**config.mk**
```make
export PLATFORM = sky130hd
export DESIGN_NAME = phy_mgmt_and_mode_control
export DESIGN_NICKNAME = d
export VERILOG_FILES = /design/src/logic/phy_mgmt_and_mode_control.v /design/src/logic/std_reg_mem.v
export VERILOG_INCLUDE_DIRS = /design/src /design/src/logic
export SDC_FILE = /design/constraint.sdc
export NUM_CORES = 1
export LEC_CHECK = 0
export BUFFER_PORTS_ARGS = -buffer_cell sky130_fd_sc_hd__buf_4
export CAP_MARGIN = 20
export CORE_MARGIN = 4
export CORE_UTILIZATION = 30
export DETAILED_ROUTE_END_ITERATION = 7
export HOLD_SLACK_MARGIN = 0.02
export PLACE_DENSITY = 0.56
export SKIP_LAST_GASP = 1
export SLEW_MARGIN = 20
export SYNTH_ARGS = -nofsm -noshare
export SYNTH_HDL_FRONTEND = slang
export SYNTH_SLANG_ARGS = --single-unit
```
**constraint.sdc**
```tcl
create_clock -name clk_in -period 3.8 [get_ports clk_in]
set_input_delay 0.76 -clock clk_in [delete_from_list [all_inputs] [get_ports clk_in]]
set_output_delay 0.76 -clock clk_in [all_outputs]
set_load 0.02 [all_outputs]
```
**src/logic/phy_mgmt_defs.vh**
```
// constants for the transceiver management and mode control block
// assumes inclusion by bare name from design files only
`ifndef PHY_MGMT_DEFS_VH
`define PHY_MGMT_DEFS_VH

// ----------------------------------------------------------------
// register indices
// ----------------------------------------------------------------
`define REG_BASIC_CTRL    5'h00
`define REG_BASIC_STAT    5'h01
`define REG_MODE_CTRL     5'h16
`define REG_INT_CTRL      5'h1B
`define REG_PHY_CTRL2     5'h1F
`define IDX_REG_CNT       9

// ----------------------------------------------------------------
// field positions
// ----------------------------------------------------------------
`define BIT_LOCAL_LOOP    14
`define BIT_SPEED_100     13
`define BIT_AN_EN         12
`define BIT_FULL_DUPLEX   8
`define BIT_BCAST_OFF     9
`define BIT_B2B_A         6
`define BIT_B2B_B         1
`define BIT_MDIX_FORCE    14
`define BIT_XOVER_OFF     13
`define BIT_IRQ_HIGH      9
`define BIT_REF50         7
`define BIT_REMOTE_LOOP   2

// ----------------------------------------------------------------
// reset values
// ----------------------------------------------------------------
`define RST_BASIC_CTRL    16'h3100
`define RST_MODE_CTRL     16'h0000
`define RST_INT_CTRL      16'h0000
`define RST_PHY_CTRL2     16'h0000
`define RST_STD_REG       16'h0000

// ----------------------------------------------------------------
// frame fields
// ----------------------------------------------------------------
`define PREAMBLE_LEN      6'd32
`define OP_READ           2'b10
`define OP_WRITE          2'b01
`define ADDR_ALT          5'h03
`define ADDR_BCAST        5'h00
`define HDR_BITS          5'd13
`define DATA_BITS         5'd16

`endif

```
**src/logic/phy_mgmt_and_mode_control.v**
```verilog
// management serial slave, control registers and mode steering
// assumes mdc/mdio come from another domain; core runs on clk_in
`timescale 1ns/1ps
`include "phy_mgmt_defs.vh"

module phy_mgmt_and_mode_control (
	input  wire       clk_in,
	input  wire       rst_n_in,
	input  wire       mdc_in,
	input  wire       mdio_in,
	output reg        mdio_out,
	output reg        mdio_oe_n_out,
	input  wire       addr_strap_in,
	input  wire [7:0] int_event_in,
	output reg        irq_out,
	input  wire       partner_mdix_in,
	input  wire       link_100fd_in,
	input  wire       tx_en_in,
	input  wire [1:0] txd_in,
	input  wire       line_rx_dv_in,
	input  wire [1:0] line_rxd_in,
	output reg        crs_dv_out,
	output reg  [1:0] rxd_out,
	output reg        line_tx_en_out,
	output reg  [1:0] line_txd_out,
	output reg        mdix_out,
	output reg        an_en_out,
	output reg        speed_100_out,
	output reg        full_duplex_out,
	output reg        ref50_out,
	output reg        b2b_out
);
	// ------------------------------------------------------------
	// states and registers
	// ------------------------------------------------------------
	localparam ST_IDLE = 5'b00001;
	localparam ST_HDR  = 5'b00010;
	localparam ST_TA   = 5'b00100;
	localparam ST_RD   = 5'b01000;
	localparam ST_WR   = 5'b10000;

	reg [4:0]  state_reg;
	reg [5:0]  ones_reg;
	reg [4:0]  cnt_reg;
	reg [13:0] hdr_reg;
	reg [15:0] shift_reg;
	reg        mine_reg;
	reg        first_reg;
	reg        mdc_s1_reg;
	reg        mdc_s2_reg;
	reg        mdc_prev_reg;
	reg        mdio_s1_reg;
	reg        mdio_s2_reg;
	reg        strap_s1_reg;
	reg        strap_s2_reg;
	reg [15:0] basic_ctrl_reg;
	reg [15:0] mode_ctrl_reg;
	reg [15:0] phy_ctrl2_reg;
	reg [7:0]  int_en_reg;
	reg [7:0]  int_flag_reg;
	reg        wr_pulse_reg;
	reg        rd_int_pulse_reg;
	reg [15:0] rd_word;
	wire [15:0] mem_rd_data;
	wire        mdc_rise;
	wire        mdc_fall;
	wire [4:0]  own_addr;
	wire [4:0]  hdr_phy;
	wire [4:0]  hdr_reg_idx;
	wire        addr_hit;
	wire        local_loop;
	wire        remote_loop;

	// ------------------------------------------------------------
	// input synchronisers
	// ------------------------------------------------------------
	// two flops on mdc, mdio and the strap pin; mdc resets to its parked high level
	always @(posedge clk_in) begin
		if (!rst_n_in) begin
			mdc_s1_reg   <= 1'b1;
			mdc_s2_reg   <= 1'b1;
			mdc_prev_reg <= 1'b1;
			mdio_s1_reg  <= 1'b1;
			mdio_s2_reg  <= 1'b1;
			strap_s1_reg <= 1'b0;
			strap_s2_reg <= 1'b0;
		end else begin
			mdc_s1_reg   <= mdc_in;
			mdc_s2_reg   <= mdc_s1_reg;
			mdc_prev_reg <= mdc_s2_reg;
			mdio_s1_reg  <= mdio_in;
			mdio_s2_reg  <= mdio_s1_reg;
			strap_s1_reg <= addr_strap_in;
			strap_s2_reg <= strap_s1_reg;
		end
	end

	assign mdc_rise = mdc_s2_reg & ~mdc_prev_reg;
	assign mdc_fall = ~mdc_s2_reg & mdc_prev_reg;

	// ------------------------------------------------------------
	// address match
	// ------------------------------------------------------------
	// strap picks 0h or 3h; upper three bits always zero
	assign own_addr    = strap_s2_reg ? `ADDR_ALT : 5'h00;
	assign hdr_phy     = hdr_reg[9:5];
	assign hdr_reg_idx = hdr_reg[4:0];
	// 0h is broadcast until the mode bit turns it into a plain address
	assign addr_hit = (hdr_phy == own_addr) ||
		((hdr_phy == `ADDR_BCAST) &&
		 !mode_ctrl_reg[`BIT_BCAST_OFF]);

	// ------------------------------------------------------------
	// serial frame engine
	// ------------------------------------------------------------
	// bits sampled on mdc rise; read data launched on mdc fall so
	// the controller sees stable data at its next rising edge
	always @(posedge clk_in) begin
		if (!rst_n_in) begin
			state_reg        <= ST_IDLE;
			ones_reg         <= 6'd0;
			cnt_reg          <= 5'd0;
			hdr_reg          <= 14'h0000;
			shift_reg        <= 16'h0000;
			mine_reg         <= 1'b0;
			first_reg        <= 1'b0;
			mdio_out         <= 1'b1;
			mdio_oe_n_out    <= 1'b1;
			wr_pulse_reg     <= 1'b0;
			rd_int_pulse_reg <= 1'b0;
		end else begin
			wr_pulse_reg     <= 1'b0;
			rd_int_pulse_reg <= 1'b0;
			case (state_reg)
			ST_IDLE: begin
				mdio_oe_n_out <= 1'b1;
				if (mdc_rise) begin
					// start pattern 01 only after 32 ones
					if (mdio_s2_reg) begin
						if (ones_reg != `PREAMBLE_LEN)
							ones_reg <= ones_reg + 6'd1;
					end else begin
						if (ones_reg == `PREAMBLE_LEN) begin
							state_reg <= ST_HDR;
							cnt_reg   <= 5'd0;
							hdr_reg   <= 14'h0000;
						end
						ones_reg <= 6'd0;
					end
				end
			end
			ST_HDR: begin
				// second start bit, op, phy, reg = 13 bits
				if (mdc_rise) begin
					hdr_reg <= {hdr_reg[12:0], mdio_s2_reg};
					cnt_reg <= cnt_reg + 5'd1;
					if (cnt_reg == `HDR_BITS - 5'd1) begin
						state_reg <= ST_TA;
						cnt_reg   <= 5'd0;
						first_reg <= 1'b1;
					end
				end
			end
			ST_TA: begin
				if (first_reg) begin
					first_reg <= 1'b0;
					mine_reg  <= addr_hit && hdr_reg[12] &&
						(hdr_reg[11:10] == `OP_READ ||
						 hdr_reg[11:10] == `OP_WRITE);
					// bad start bit or unknown op: ignore
					if (!hdr_reg[12])
						state_reg <= ST_IDLE;
				end else if (hdr_reg[11:10] == `OP_READ) begin
					// release on first ta bit, drive 0 on second
					if (mdc_fall) begin
						cnt_reg <= cnt_reg + 5'd1;
						if (cnt_reg == 5'd1 && mine_reg) begin
							mdio_out      <= 1'b0;
							mdio_oe_n_out <= 1'b0;
							shift_reg     <= rd_word;
							if (hdr_reg_idx == `REG_INT_CTRL)
								rd_int_pulse_reg <= 1'b1;
						end
						if (cnt_reg == 5'd1) begin
							state_reg <= ST_RD;
							cnt_reg   <= 5'd0;
						end
					end
				end else begin
					// write ta is driven by the controller
					if (mdc_rise) begin
						cnt_reg <= cnt_reg + 5'd1;
						if (cnt_reg == 5'd1) begin
							state_reg <= ST_WR;
							cnt_reg   <= 5'd0;
						end
					end
				end
			end
			ST_RD: begin
				// sixteen data bits msb first, then let go
				if (mdc_fall) begin
					cnt_reg <= cnt_reg + 5'd1;
					if (cnt_reg == `DATA_BITS) begin
						mdio_oe_n_out <= 1'b1;
						mdio_out      <= 1'b1;
						state_reg     <= ST_IDLE;
						ones_reg      <= 6'd0;
					end else begin
						mdio_out  <= shift_reg[15];
						shift_reg <= {shift_reg[14:0], 1'b0};
						mdio_oe_n_out <= ~mine_reg;
					end
				end
			end
			ST_WR: begin
				if (mdc_rise) begin
					shift_reg <= {shift_reg[14:0], mdio_s2_reg};
					cnt_reg   <= cnt_reg + 5'd1;
					if (cnt_reg == `DATA_BITS - 5'd1) begin
						wr_pulse_reg <= mine_reg;
						state_reg    <= ST_IDLE;
						ones_reg     <= 6'd0;
					end
				end
			end
			default: state_reg <= ST_IDLE;
			endcase
		end
	end

	// ------------------------------------------------------------
	// register file
	// ------------------------------------------------------------
	// plain standard words live in the small memory
	std_reg_mem #(.DEPTH(`IDX_REG_CNT), .AW(4)) u_std_mem (
		.clk_in      (clk_in),
		.rst_n_in    (rst_n_in),
		.wr_en_in    (wr_pulse_reg && hdr_reg_idx < `IDX_REG_CNT &&
		              hdr_reg_idx != `REG_BASIC_CTRL),
		.wr_addr_in  (hdr_reg_idx[3:0]),
		.wr_data_in  (shift_reg),
		.rd_addr_in  (hdr_reg_idx[3:0]),
		.rd_data_out (mem_rd_data)
	);

	// read mux; memory data is ready well before ta ends
	always @* begin
		if (hdr_reg_idx == `REG_BASIC_CTRL)
			rd_word = basic_ctrl_reg;
		else if (hdr_reg_idx == `REG_MODE_CTRL)
			rd_word = mode_ctrl_reg;
		else if (hdr_reg_idx == `REG_INT_CTRL)
			rd_word = {int_en_reg, int_flag_reg};
		else if (hdr_reg_idx == `REG_PHY_CTRL2)
			rd_word = phy_ctrl2_reg;
		else if (hdr_reg_idx < `IDX_REG_CNT)
			rd_word = mem_rd_data;
		else
			rd_word = 16'h0000;
	end

	// control registers; flags are set by events and cleared by read
	always @(posedge clk_in) begin
		if (!rst_n_in) begin
			basic_ctrl_reg <= `RST_BASIC_CTRL;
			mode_ctrl_reg  <= `RST_MODE_CTRL;
			phy_ctrl2_reg  <= `RST_PHY_CTRL2;
			int_en_reg     <= 8'h00;
			int_flag_reg   <= 8'h00;
		end else begin
			if (wr_pulse_reg) begin
				if (hdr_reg_idx == `REG_BASIC_CTRL)
					basic_ctrl_reg <= shift_reg;
				else if (hdr_reg_idx == `REG_MODE_CTRL)
					mode_ctrl_reg <= shift_reg;
				else if (hdr_reg_idx == `REG_INT_CTRL)
					int_en_reg <= shift_reg[15:8];
				else if (hdr_reg_idx == `REG_PHY_CTRL2)
					phy_ctrl2_reg <= shift_reg;
			end
			// only flags that went out in the read word are cleared, so
			// an event after the word was latched still lands
			if (rd_int_pulse_reg)
				int_flag_reg <= int_event_in |
					(int_flag_reg & ~shift_reg[7:0]);
			else
				int_flag_reg <= int_flag_reg | int_event_in;
		end
	end

	// ------------------------------------------------------------
	// mode outputs
	// ------------------------------------------------------------
	assign local_loop = basic_ctrl_reg[`BIT_LOCAL_LOOP] &&
		!basic_ctrl_reg[`BIT_AN_EN] &&
		basic_ctrl_reg[`BIT_FULL_DUPLEX];
	// forced 100 full, or negotiated 100 full
	assign remote_loop = phy_ctrl2_reg[`BIT_REMOTE_LOOP] &&
		((!basic_ctrl_reg[`BIT_AN_EN] &&
		  basic_ctrl_reg[`BIT_SPEED_100] &&
		  basic_ctrl_reg[`BIT_FULL_DUPLEX]) ||
		 (basic_ctrl_reg[`BIT_AN_EN] && link_100fd_in));

	// registered steering of data and status outputs
	always @(posedge clk_in) begin
		if (!rst_n_in) begin
			irq_out         <= 1'b1;
			mdix_out        <= 1'b0;
			an_en_out       <= 1'b1;
			speed_100_out   <= 1'b1;
			full_duplex_out <= 1'b1;
			ref50_out       <= 1'b0;
			b2b_out         <= 1'b0;
			crs_dv_out      <= 1'b0;
			rxd_out         <= 2'b00;
			line_tx_en_out  <= 1'b0;
			line_txd_out    <= 2'b00;
		end else begin
			// active level chosen by control2, default low
			irq_out <= (|(int_en_reg & int_flag_reg)) ==
				phy_ctrl2_reg[`BIT_IRQ_HIGH];
			// auto follows partner, else forced bit
			mdix_out <= phy_ctrl2_reg[`BIT_XOVER_OFF] ?
				phy_ctrl2_reg[`BIT_MDIX_FORCE] : partner_mdix_in;
			an_en_out       <= basic_ctrl_reg[`BIT_AN_EN];
			speed_100_out   <= basic_ctrl_reg[`BIT_SPEED_100];
			full_duplex_out <= basic_ctrl_reg[`BIT_FULL_DUPLEX];
			ref50_out       <= phy_ctrl2_reg[`BIT_REF50];
			b2b_out <= mode_ctrl_reg[`BIT_B2B_A] &&
				mode_ctrl_reg[`BIT_B2B_B];
			// mac side receive: looped transmit or line data
			if (local_loop) begin
				crs_dv_out <= tx_en_in;
				rxd_out    <= tx_en_in ? txd_in : 2'b00;
			end else begin
				crs_dv_out <= line_rx_dv_in;
				rxd_out    <= line_rx_dv_in ? line_rxd_in : 2'b00;
			end
			// line side transmit: echoed line data, idle in local loopback, or mac data
			if (remote_loop) begin
				line_tx_en_out <= line_rx_dv_in;
				line_txd_out   <= line_rxd_in;
			end else if (local_loop) begin
				line_tx_en_out <= 1'b0;
				line_txd_out   <= 2'b00;
			end else begin
				line_tx_en_out <= tx_en_in;
				line_txd_out   <= tx_en_in ? txd_in : 2'b00;
			end
		end
	end
endmodule

```
**src/logic/std_reg_mem.v**
```verilog
// small register memory for the standard management registers
// assumes one writer and one reader on the same clock, registered read
`timescale 1ns/1ps
`include "phy_mgmt_defs.vh"

module std_reg_mem #(
	parameter DEPTH = 9,
	parameter AW    = 4
) (
	input  wire          clk_in,
	input  wire          rst_n_in,
	input  wire          wr_en_in,
	input  wire [AW-1:0] wr_addr_in,
	input  wire [15:0]   wr_data_in,
	input  wire [AW-1:0] rd_addr_in,
	output reg  [15:0]   rd_data_out
);
	reg [15:0] mem_reg [0:DEPTH-1];
	integer    i;

	// ------------------------------------------------------------
	// storage and registered read
	// ------------------------------------------------------------
	// write port; reset clears every word
	always @(posedge clk_in) begin
		if (!rst_n_in) begin
			for (i = 0; i < DEPTH; i = i + 1)
				mem_reg[i] <= `RST_STD_REG;
		end else if (wr_en_in) begin
			mem_reg[wr_addr_in] <= wr_data_in;
		end
	end

	// read data always comes out of a flop
	always @(posedge clk_in) begin
		if (!rst_n_in)
			rd_data_out <= `RST_STD_REG;
		else if (rd_addr_in < DEPTH)
			rd_data_out <= mem_reg[rd_addr_in];
		else
			rd_data_out <= `RST_STD_REG;
	end
endmodule

```
==> results.toml <==
[placed_design]
pre_cts_slack_ns = 0.9702
port-buffer-count = 35
globalplace.congestion = 0.8117
dp.final_hpwl_um = 23210

[setup_path]
worstPathRequired_ns = 4.19
regToRegEndpoint = "u_std_mem.rd_data_out[7]$_SDFF_PN0_"
critical_path.reg2reg.startpoint = "hdr_reg[0]$_SDFFE_PN0P_"
crit_path_max_fanout = 42
critical_path.startpoint_type = "flop"
reg2reg_depth = 6
arrival_time_at_the_worst_endpoint_ns = 2.99
r2r_slack_ns = 1.20
timing.critical_path.to_type = "flop"
critPathKind = "reg -> reg"

[clocking]
clock_latency_ns = 0.53
cts_root_buffer = "clkbuf_16"
postCtsResizedCells = 0
tritoncts = "built"
clkTransAtPathRegs_ns = 0.06
clock_tree.buffer_depth = 3
cts.repair_timing.setup_buffer_count = 0
htree_levels = 2
cts_num_sinks = 355
cts-buffers-inserted = 39
holdBufCountCts = 0

[layout]
mostFrequentLayoutCells = "edfxtp_1 (204), nand2_1 (156), dfxtp_1 (148), and2_1 (133), a21oi_1 (111)"
area_growth_syn_to_layout_pct = 16.51
diodes = 0
layout_commonest_cell = "edfxtp_1"
largest_register_ffs = 204
drive_gt1_share_pct = 15.05
final_core_util_pct = 35.36
finish.net_count = 1400

[sta]
setup_viol = 0
final_min_period_over_clock_period_pct = 68.49
hold_viol = 0
timing_worst_slew_pin_value_ns = 0.9414
relSlewSlack_pct = 37.01
final.setup_skew_ns = 0.01651
setup-tns-final_ns = 0
post-route-worst-setup-slack_ns = 1.197
timing.fmax_mhz = 384.2
finalMaxSlewViolations = 0
worst_hold_slack_ns = 0.4090
fin_crit_ns = 2.603
grt_setup_unrepaired = "no"

[worst_hold_path]
holdPathStages = 2
min-delay-start = "mdio_in"
hold-path-endpoint = "mdio_s1_reg$_SDFF_PN1_"
holdCritPathClass = "in -> reg"

[logic_synthesis]
synth-async-reset-ratio_pct = 0
ys_seq_elements = 355
ys_warn_count = 0
post_syn_instances = 1288
synth_edf_count = 204
synth_area_per_cell_um2 = 11.80
synthFlopType = "edfxtp_1"
ys_seq_area_share_pct = 60.20
synth_area_um2 = 15200
synth_cell_types = 70

[pwr]
total_power_uw = 8397
irDropWorstVdd_uv = 304.8
pwr-share-clk_pct = 44.4
internal_power_uw = 6592
power.share.combinational_pct = 4.9
power.leakage_uw = 0.006050
net-switching-power_uw = 1805
power_per_cell_area_nw_per_um2 = 474.3
seq_power_share_pct = 50.8
netSwitchingFraction_pct = 21.50

[floorplan]
num_rows = 82
initial_core_util_pct = 30.35
boundaryPins = 36
die_area_um2 = 54320
horizontal_die_dimension_um = 233.1
die_y_um = 233.1
core-area_um2 = 50070

[drt]
drt_first_pass_iters = 5
routedWlPerCell_um = 17.75
number_of_vias_per_cell_after_detailed_routing = 4.807
drt.antenna.violating_nets = 0
first_iter_violations = 749
routed_wl_um = 36820
drc_errors = 0
routed-via-count = 9969

[global_route]
track_usage_pct = 13.53
global_route_wire_length_before_repair_um = 57720
first_global_vias = 9894
globalRouteOverflowTotal = 0
grt_max_degree = 54
initial_antenna_violation_count = 1

[status]
status = "complete, no violations"

[flow_run]
drv_cap = 0
## Yosys cell counts, types with 5 or more instances
cell	count	share of area, %
clkbuf_1	81	2.0
ha_1	7	0.58
o21ai_1	11	0.36
and3_1	5	0.21
inv_1	9	0.22
buf_2	9	0.30
mux2i_1	24	1.6
nand3_1	30	0.99
nor2_1	73	1.8
a22o_1	16	0.92
mux4_2	54	8.0
o21ai_0	38	1.3
nand2_1	156	3.9
a21oi_1	111	3.7
and2_1	133	5.5
dfxtp_1	151	20
nor2b_1	12	0.49
a31oi_1	23	0.95
or3_1	6	0.25
a22oi_1	21	1.0
edfxtp_1	204	40
nand2b_1	16	0.66
nand4_1	6	0.25
o211ai_1	16	0.79
## stage by stage
| step | std cells | area, µm² |
|---|---|---|
| final | 2074 | 17710 |
| after global placement | 2003 | 16440 |
| after global routing | 2074 | 17710 |
| after floorplan | 1363 | 15480 |
| after detailed placement | 2003 | 16440 |
| after CTS | 2074 | 17710 |
## final cells by class
class | count | area (µm²)
multi-input combinational | 897 | 5889
sequential | 355 | 9155
tap | 672 | 840.8
clock buffer | 59 | 1146
timing repair buffer | 69 | 518.0
inverter | 10 | 38.79
fill | 5035 | 32360
clock inverter | 12 | 117.6
## cells by family (layout without fill, tap and decap cells)
kind of cell             after synthesis  count (layout)  share of synthesized area (%)
buffers and inverters                111             150                          3.112
adder cells (fa/ha/maj)                7               7                         0.5763
flip-flops                           355             355                          60.20
other                                  1              76                        0.02468
multiplexers                          78              78                          9.583
AO/OA/AOI/OAI                        253             253                          10.00
XOR/XNOR                               5               5                         0.2881
AND/OR/NAND/NOR                      478             478                          16.21
## worst max-delay path, cell delays in order, from the launching register on
cell and delay (ns):
dfxtp_4 0.87, buf_4 0.43, mux4_2 0.55, mux2i_1 0.19, nor2_1 0.06, a21oi_1 0.25
nor2_1 0.06
## power by group through the flow
stage                     Clock (µW)  Combinational (µW)  Sequential, µW
final                           3720                 407            4270
after global routing            3980                 453            4280
after CTS                       3820                 411            4270
after detailed placement           0                 409            4350
after global placement             0                 404            4340
after floorplan                    0                 312            4310
## worst max path at each step
stage,start,end,slack [ns],depth (start not counted)
2_1_floorplan,rst_n_in,u_std_mem.mem_reg[6][0]$_SDFFCE_PN0P_,1.03,4
3_3_place_gp,rst_n_in,u_std_mem.mem_reg[4][1]$_SDFFCE_PN0P_,0.99,7
3_5_place_dp,rst_n_in,u_std_mem.mem_reg[4][0]$_SDFFCE_PN0P_,0.97,7
4_1_cts,hdr_reg[0]$_SDFFE_PN0P_,u_std_mem.rd_data_out[7]$_SDFF_PN0_,1.12,6
5_1_grt,hdr_reg[0]$_SDFFE_PN0P_,shift_reg[8]$_SDFFE_PN0P_,0.95,7
6_report,hdr_reg[0]$_SDFFE_PN0P_,u_std_mem.rd_data_out[7]$_SDFF_PN0_,1.20,6
## layer usage
metal / part of all wire (%) / track usage, % / wire (µm) / vias up
met3: 4.5 / 2.024 / 1673 / 50
met2: 48 / 22.53 / 17740 / 236
met1: 45 / 18.68 / 16670 / 4928
met4: 2.0 / 3.194 / 733 / 0
li1: - / - / - / 4755
met5: 0 / 0 / 0 / -
Power figures use the tool's default switching activity.
